$ cat src/speed_pkg.sv
// Contract
// - device holds sixteen preset frequencies, one slot per speed number 0 to 15.
// - binary mode forms a four-bit index, first select is bit 0, fourth bit 3.
// - each binary select function (codes 02 to 05) maps to any of eight inputs.
// - an unassigned binary select bit reads as zero.
// - terminal source with all assigned selects off uses the terminal reference.
// - any assigned select active replaces the reference with the indexed preset.
// - programming by selects needs run off; display then shows the selected preset.
// - an edited preset is written into its slot only on a store action.
// - a preset above the maximum frequency setting never takes effect; the code clamps it to that maximum instead.
// - the output frequency monitor reports the actual output frequency continuously.
// - bit-level mode uses seven one-hot selects for eight speeds; none active is 0.
// - in bit-level mode the lowest-numbered active select wins.
// - bit-level selection is used only when the method setting equals 01.
package speed_pkg;
   localparam int FREQ_W = 16;
   localparam int NUM_PRESETS = 16;
   localparam int IDX_W = 4;
   localparam int NUM_TERMINALS = 8;
   localparam int TERM_SEL_W = 3;
   localparam int NUM_BIN_SEL = 4;
   localparam int NUM_ONEHOT = 7;
   localparam logic [1:0] SRC_TERMINAL = 2'h1;
   localparam logic [1:0] METHOD_BINARY = 2'h0;
   localparam logic [1:0] METHOD_BITLEVEL = 2'h1;
   localparam logic [FREQ_W-1:0] PRESET_RESET = 16'h0000;
   localparam logic [FREQ_W-1:0] MAX_FREQ_RESET = 16'h1388;

   // where one select function sits on the terminal block
   typedef struct packed {
      logic assigned;
      logic [TERM_SEL_W-1:0] terminal;
   } sel_map_t;

   // one edit toward the preset table
   typedef struct packed {
      logic store;
      logic [FREQ_W-1:0] value;
   } preset_edit_t;
endpackage : speed_pkg

$ cat src/preset_mem.sv
module preset_mem
   import speed_pkg::*;
#(
   parameter int DEPTH = NUM_PRESETS,
   parameter int AW = IDX_W,
   parameter int DW = FREQ_W
) (
   input wire logic core_clk_in,
   input wire logic reset_in,
   input wire logic clk_en_in,
   input wire logic wr_en_in,
   input wire logic [AW-1:0] wr_addr_in,
   input wire logic [DW-1:0] wr_data_in,
   input wire logic [AW-1:0] rd_addr_in,
   output logic [DW-1:0] rd_data_out
);
   logic [DW-1:0] slot_r [DEPTH];

   // one stored word per speed number
   always_ff @(posedge core_clk_in) begin
      if (reset_in) begin
         for (int i = 0; i < DEPTH; i++) begin
            slot_r[i] <= DW'(PRESET_RESET);
         end
      end else if (clk_en_in && wr_en_in) begin
         slot_r[wr_addr_in] <= wr_data_in;
      end
   end

   // registered read port
   always_ff @(posedge core_clk_in) begin
      if (reset_in) begin
         rd_data_out <= '0;
      end else if (clk_en_in) begin
         rd_data_out <= slot_r[rd_addr_in];
      end
   end
endmodule : preset_mem

$ cat src/multi_speed_select.sv
module multi_speed_select
   import speed_pkg::*;
(
   input wire logic core_clk_in,
   input wire logic reset_in,
   input wire logic clk_en_in,
   input wire logic [NUM_TERMINALS-1:0] terminal_in,
   input wire sel_map_t [NUM_BIN_SEL-1:0] bin_map_in,
   input wire sel_map_t [NUM_ONEHOT-1:0] onehot_map_in,
   input wire logic [1:0] select_method_setting_in,
   input wire logic [1:0] freq_source_setting_in,
   input wire logic [FREQ_W-1:0] max_frequency_setting_in,
   input wire logic [FREQ_W-1:0] terminal_ref_in,
   input wire logic [FREQ_W-1:0] alt_ref_in,
   input wire logic run_cmd_in,
   input wire preset_edit_t edit_in,
   output logic [FREQ_W-1:0] freq_cmd_out,
   output logic [FREQ_W-1:0] output_freq_monitor_out,
   output logic [FREQ_W-1:0] freq_setpoint_display_out,
   output logic [IDX_W-1:0] speed_index_out,
   output logic preset_active_out
);
   logic [NUM_TERMINALS-1:0] term_meta_r;
   logic [NUM_TERMINALS-1:0] term_sync_r;
   logic [IDX_W-1:0] idx_r;
   logic [IDX_W-1:0] idx_nxt;
   logic active_r;
   logic active_nxt;
   logic [NUM_BIN_SEL-1:0] bin_bits;
   logic [NUM_ONEHOT-1:0] onehot_bits;
   logic [IDX_W-1:0] onehot_idx;
   logic use_bitlevel;
   logic [FREQ_W-1:0] preset_rd;
   logic [FREQ_W-1:0] raw_cmd;
   logic [FREQ_W-1:0] freq_nxt;
   logic store_ok;
   // store forwarding and output selection
   logic stopped;
   logic fwd_r;
   logic fwd_nxt;
   logic [FREQ_W-1:0] fwd_val_r;
   logic [FREQ_W-1:0] preset_view;
   logic [FREQ_W-1:0] display_nxt;
   logic [FREQ_W-1:0] sel_ref;
   logic src_terminal;
   logic over_max;

   // value of one mapped select function; unassigned reads as zero
   function automatic logic mapped_bit(input sel_map_t m,
                                       input logic [NUM_TERMINALS-1:0] t);
      mapped_bit = m.assigned & t[m.terminal];
   endfunction : mapped_bit

   // first stage of the pin synchroniser; only the second stage reads it
   always_ff @(posedge core_clk_in) begin
      if (reset_in) begin
         term_meta_r <= '0;
      end else if (clk_en_in) begin
         term_meta_r <= terminal_in;
      end
   end

   // second stage; all select decoding starts from here
   always_ff @(posedge core_clk_in) begin
      if (reset_in) begin
         term_sync_r <= '0;
      end else if (clk_en_in) begin
         term_sync_r <= term_meta_r;
      end
   end

   // route binary select functions from any terminal
   genvar g;
   generate
      for (g = 0; g < NUM_BIN_SEL; g++) begin : g_bin
         assign bin_bits[g] = mapped_bit(bin_map_in[g], term_sync_r);
      end
   endgenerate

   // route one-hot select functions from any terminal
   generate
      for (g = 0; g < NUM_ONEHOT; g++) begin : g_hot
         assign onehot_bits[g] = mapped_bit(onehot_map_in[g], term_sync_r);
      end
   endgenerate

   // lowest-numbered active one-hot select wins; none gives speed 0
   always_comb begin
      onehot_idx = '0;
      for (int i = NUM_ONEHOT - 1; i >= 0; i--) begin
         if (onehot_bits[i]) begin
            onehot_idx = IDX_W'(i + 1);
         end
      end
   end

   // decode only by the chosen method
   assign use_bitlevel = (select_method_setting_in == METHOD_BITLEVEL);
   assign idx_nxt = use_bitlevel ? onehot_idx : bin_bits;

   // override is on when any select of the chosen method is on
   assign active_nxt = use_bitlevel ? |onehot_bits : |bin_bits;

   // index updates only on a clock edge
   always_ff @(posedge core_clk_in) begin
      if (reset_in) begin
         idx_r <= '0;
      end else if (clk_en_in) begin
         idx_r <= idx_nxt;
      end
   end

   // override flag moves with the index so both agree in every cycle
   always_ff @(posedge core_clk_in) begin
      if (reset_in) begin
         active_r <= 1'b0;
      end else if (clk_en_in) begin
         active_r <= active_nxt;
      end
   end

   // stores only while stopped, only into the selected slot
   assign stopped = ~run_cmd_in;
   assign store_ok = edit_in.store & stopped;
   // a store into the slot being read would read back stale for a cycle
   assign fwd_nxt = store_ok & (idx_nxt == idx_r);

   // remembers that the last edge wrote the slot now being read
   always_ff @(posedge core_clk_in) begin
      if (reset_in) begin
         fwd_r <= 1'b0;
      end else if (clk_en_in) begin
         fwd_r <= fwd_nxt;
      end
   end

   // value just written, shown in place of the stale read
   always_ff @(posedge core_clk_in) begin
      if (reset_in) begin
         fwd_val_r <= '0;
      end else if (clk_en_in) begin
         fwd_val_r <= edit_in.value;
      end
   end

   // one slot per speed number, read data registered
   preset_mem #(
      .DEPTH(NUM_PRESETS),
      .AW(IDX_W),
      .DW(FREQ_W)
   ) u_presets (
      .core_clk_in(core_clk_in),
      .reset_in(reset_in),
      .clk_en_in(clk_en_in),
      .wr_en_in(store_ok),
      .wr_addr_in(idx_r),
      .wr_data_in(edit_in.value),
      .rd_addr_in(idx_nxt),
      .rd_data_out(preset_rd)
   );

   // the read port is addressed by idx_nxt so it lines up with idx_r, as does the forwarded store
   assign preset_view = fwd_r ? fwd_val_r : preset_rd;

   // preset overrides the terminal reference when any select is on
   assign src_terminal = (freq_source_setting_in == SRC_TERMINAL);
   assign sel_ref = active_r ? preset_view : terminal_ref_in;
   assign raw_cmd = src_terminal ? sel_ref : alt_ref_in;

   // clamp to the ceiling rather than refuse the preset
   assign over_max = (raw_cmd > max_frequency_setting_in);
   assign freq_nxt = over_max ? max_frequency_setting_in : raw_cmd;

   // the display shows the edit while it is stored, else the selected preset
   assign display_nxt = store_ok ? edit_in.value : preset_view;

   // commanded frequency after the ceiling
   always_ff @(posedge core_clk_in) begin
      if (reset_in) begin
         freq_cmd_out <= '0;
      end else if (clk_en_in) begin
         freq_cmd_out <= freq_nxt;
      end
   end

   // monitor shows the very frequency being commanded
   always_ff @(posedge core_clk_in) begin
      if (reset_in) begin
         output_freq_monitor_out <= '0;
      end else if (clk_en_in) begin
         output_freq_monitor_out <= freq_nxt;
      end
   end

   // setpoint display for editing presets
   always_ff @(posedge core_clk_in) begin
      if (reset_in) begin
         freq_setpoint_display_out <= '0;
      end else if (clk_en_in) begin
         freq_setpoint_display_out <= display_nxt;
      end
   end

   // decoded speed number, one edge behind the internal index
   always_ff @(posedge core_clk_in) begin
      if (reset_in) begin
         speed_index_out <= '0;
      end else if (clk_en_in) begin
         speed_index_out <= idx_r;
      end
   end

   // override flag, aligned with the speed number
   always_ff @(posedge core_clk_in) begin
      if (reset_in) begin
         preset_active_out <= 1'b0;
      end else if (clk_en_in) begin
         preset_active_out <= active_r;
      end
   end
endmodule : multi_speed_select

$ cat config.mk
export PLATFORM = sky130hd
export DESIGN_NAME = multi_speed_select
export DESIGN_NICKNAME = d
export VERILOG_FILES = /design/src/speed_pkg.sv /design/src/preset_mem.sv /design/src/multi_speed_select.sv
export SDC_FILE = /design/constraint.sdc
export NUM_CORES = 1
export LEC_CHECK = 0
export BUFFER_PORTS_ARGS = -buffer_cell sky130_fd_sc_hd__buf_2
export CORE_MARGIN = 4
export CORE_UTILIZATION = 30
export DETAILED_ROUTE_END_ITERATION = 16
export HOLD_SLACK_MARGIN = 0.02
export SLEW_MARGIN = 10
export SYNTH_ARGS = -nofsm -noshare
export SYNTH_HDL_FRONTEND = slang
export SYNTH_SLANG_ARGS = --single-unit
$ cat constraint.sdc
create_clock -name core_clk_in -period 5.6 [get_ports core_clk_in]
set_clock_uncertainty 0.05 [all_clocks]
set_input_delay 0.56 -clock core_clk_in [delete_from_list [all_inputs] [get_ports core_clk_in]]
set_output_delay 0.56 -clock core_clk_in [all_outputs]
set_load 0.1 [all_outputs]
==> results.toml <==
[clocking]
cts_resized = 0
clk_path_buf_depth = 3
cts_num_sinks = 347
insertion_delay_ns = 0.53
cts_setup_buffers = 0
cts_buffers = 38
cts_tree = "done"
clkTransAtPathRegs_ns = 0.06
root_buffer = "clkbuf_16"
htree_levels = 2
cts_hold_buf = 0

[detailed_routing]
drc = 0
viasPerCell = 4.96
postRouteAntennaNets = 0
drt-met1-wl_mm = 20.8
wl_per_cell_um = 20.7
dr.max_layer_used = "met5"
wl_met3_mm = 3.42
drtPass1Iterations = 5
wl_met2_mm = 23.7
drt_iter0_markers = 966
vias = 11739
wl_mm = 48.9

[timing]
min_period_ns = 4.13
hold_violations = 0
setup_tns_ns = 0
setup_slack_ns = 1.47
slew_viol_final = 0
timing.fmax_mhz = 242
finalCritPeriodShare_pct = 73.7
grt_setup_unrepaired = "no"
tightest_slew_ns = 1.09
setup_viol = 0
max_slew_margin_pct = 27.6

[yosys]
netlist.area_leader.share_pct = 44.4
synthAdderAreaFrac_pct = 1.16
yosys.area.top_type = "edfxtp_1"
synth_compound_area_share_pct = 7.35
synth_commonest_cells = "267 x and2_1, 256 x edfxtp_1, 244 x mux2i_1"
async_flop_share_pct = 0
syn_inst = 1451
synth_area_mm2 = 0.0173
ys_seq_area_share_pct = 55.0
synth_edf_count = 256
yosysMostFrequentCell = "and2_1"
ys_warn_count = 0
synth_top_family_by_area = "multiplexers"
syn-num-nets = 1592
synth_area_leaders = "edfxtp_1 44%, mux2i_1 14%, dfxtp_1 11%"
synth.ff_latch_count = 347
ys.flop_type = "edfxtp_1"
yosys.area_share.simple_pct = 15.3
synth_cell_types = 55
synth_xor_xnor_area_share_pct = 0.203
muxShareOfSynthArea_pct = 17.3
synth.avg_cell_area_um2 = 11.9

[min_path]
hold_start = "terminal_in[1]"
hp-class = "primary input to register"

[setup_path]
path_cells = "buf_4, mux2i_1, nand2_1, o21ai_0, o21ai_0, ha_1, nor2b_1, o21a_1, o21a_1, o21a_1, o21a_1, o2111ai_1, a31o_2, mux2i_1, o22ai_1"
worst_setup_path_end_kind = "register"
worstPathRequired_ns = 5.92
crit_path_start_kind = "register"
crit_path_max_incr_delay_ns = 0.74
critPathMaxFanout = 17
slowest_stage = "dfxtp_1"
reg2reg_from = "fwd_r"
cpMostUsedCell = "o21a_1"
worst-setup-path-type = "register to register"
crit_arrival_ns = 4.45
startpoint = "fwd_r"

[place]
io_buffers = 177
dpl.hpwl_mm = 34.0
placed_cell_area_mm2 = 0.0189
gp_congestion = 0.885
pre_cts_ws_ns = 1.36

[pwr]
p_per_area_mw_per_mm2 = 309
ir_drop_mv = 0.175
finalPower_uw = 6210
p_leak_uw = 0.00783

[layout]
area_growth_pct = 16.3
nNetsFinal = 1716
drive_gt1_share_pct = 20.9
utilization_pct = 35.5
finish.instance_area_mm2 = 0.0201

[grt]
grt-ovfl-total = 0
grt_max_degree = 51
grt_pass1_wl_mm = 73.0
antenna_found_initial = 12
grt_usage_pct = 15.5
grt_pass1_vias = 11639

[floorplan]
die_area_mm2 = 0.0616
die_x_um = 248
die_h_um = 248
fp-row-count = 87
start_util_pct = 30.5
core_area_mm2 = 0.0567
top_level_ports = 178

[job]
maxCapViolations = 0

[outcome]
status = "finished, final reports clean"
## final cells by class
class                           count  area [um^2]
Sequential cell                   347         9510
Fill cell                        5545        36600
Inverter                           17         63.8
Multi-Input combinational cell    960         7190
Clock buffer                       56         1100
Tap cell                          756          946
Antenna cell                        6         15.0
Timing Repair Buffer              211         1160
Clock inverter                     13          120
## sequential cells by signal, summed over array words and instances (netlist names)
name / cells
freq_setpoint_display_out: 16
term_meta_r: 8
fwd_r: 1
preset_active_out: 1
idx_r: 4
output_freq_monitor_out: 16
term_sync_r: 8
fwd_val_r: 16
active_r: 1
speed_index_out: 4
u_presets.slot_r: 256
u_presets.rd_data_out: 16
## power breakdown
part           switching, uW  total (uW)  internal [uW]
sequential              62.1        2920           2860
combinational            584         833            249
clock                   1000        2460           1460
total                   1650        6210           4570
## metal layers
layer / up-vias / GRT usage [%]
li1: 5454 / -
met4: 14 / 3.43
met1: 5825 / 20.5
met5: - / 0
met3: 81 / 3.07
met2: 365 / 26.2
## worst max-delay path, delay by kind of cell, from the launching register on
kind	cells	cell delay, ns
compound gates	9	1.74
fa+ha+maj	1	0.34
buf+inv	1	0.31
flops	1	0.74
mux	2	0.54
simple gates	2	0.23
## logic make-up after synthesis
family | count (synthesis)
simple gates | 491
flops | 347
mux | 271
compound gates | 178
buf+inv | 144
fa+ha+maj | 16
xor+xnor | 4
## per-stage QoR
step / cells / hold WS (ns)
after floorplan: 1451 / 0.410
after global placement: 2291 / 0.422
after detailed placement: 2291 / 0.428
after CTS: 2360 / 0.215
after global routing: 2361 / 0.244
final: 2366 / 0.232
## worst paths after layout
| path | endpoint | slack, ns | cells past startpoint |
|---|---|---|---|
| worst max-delay path | output_freq_monitor_out[2] | 1.47 | 15 |
| worst min-delay path | term_meta_r[1] | 0.23 | 3 |
| worst max register to register | output_freq_monitor_out[2] | 1.47 | 15 |
| worst min register to register | output_freq_monitor_out[1] | 0.44 | 2 |
## layout by cell type (no fill, tap or decap), types with 16 or more instances in the layout
cell type	Yosys	routed
nor2_1	100	100
or2_2	16	16
dfxtp_1	91	91
ha_1	16	16
and2_1	267	267
o21ai_0	47	47
nand2_1	71	71
a21oi_1	24	23
buf_2	17	175
edfxtp_1	256	256
buf_4	17	35
mux2i_1	244	244
mux4_2	22	22
a221oi_1	16	16
inv_1	16	16
clkbuf_16	0	40
Note: power is estimated with default switching activity, not from simulation.
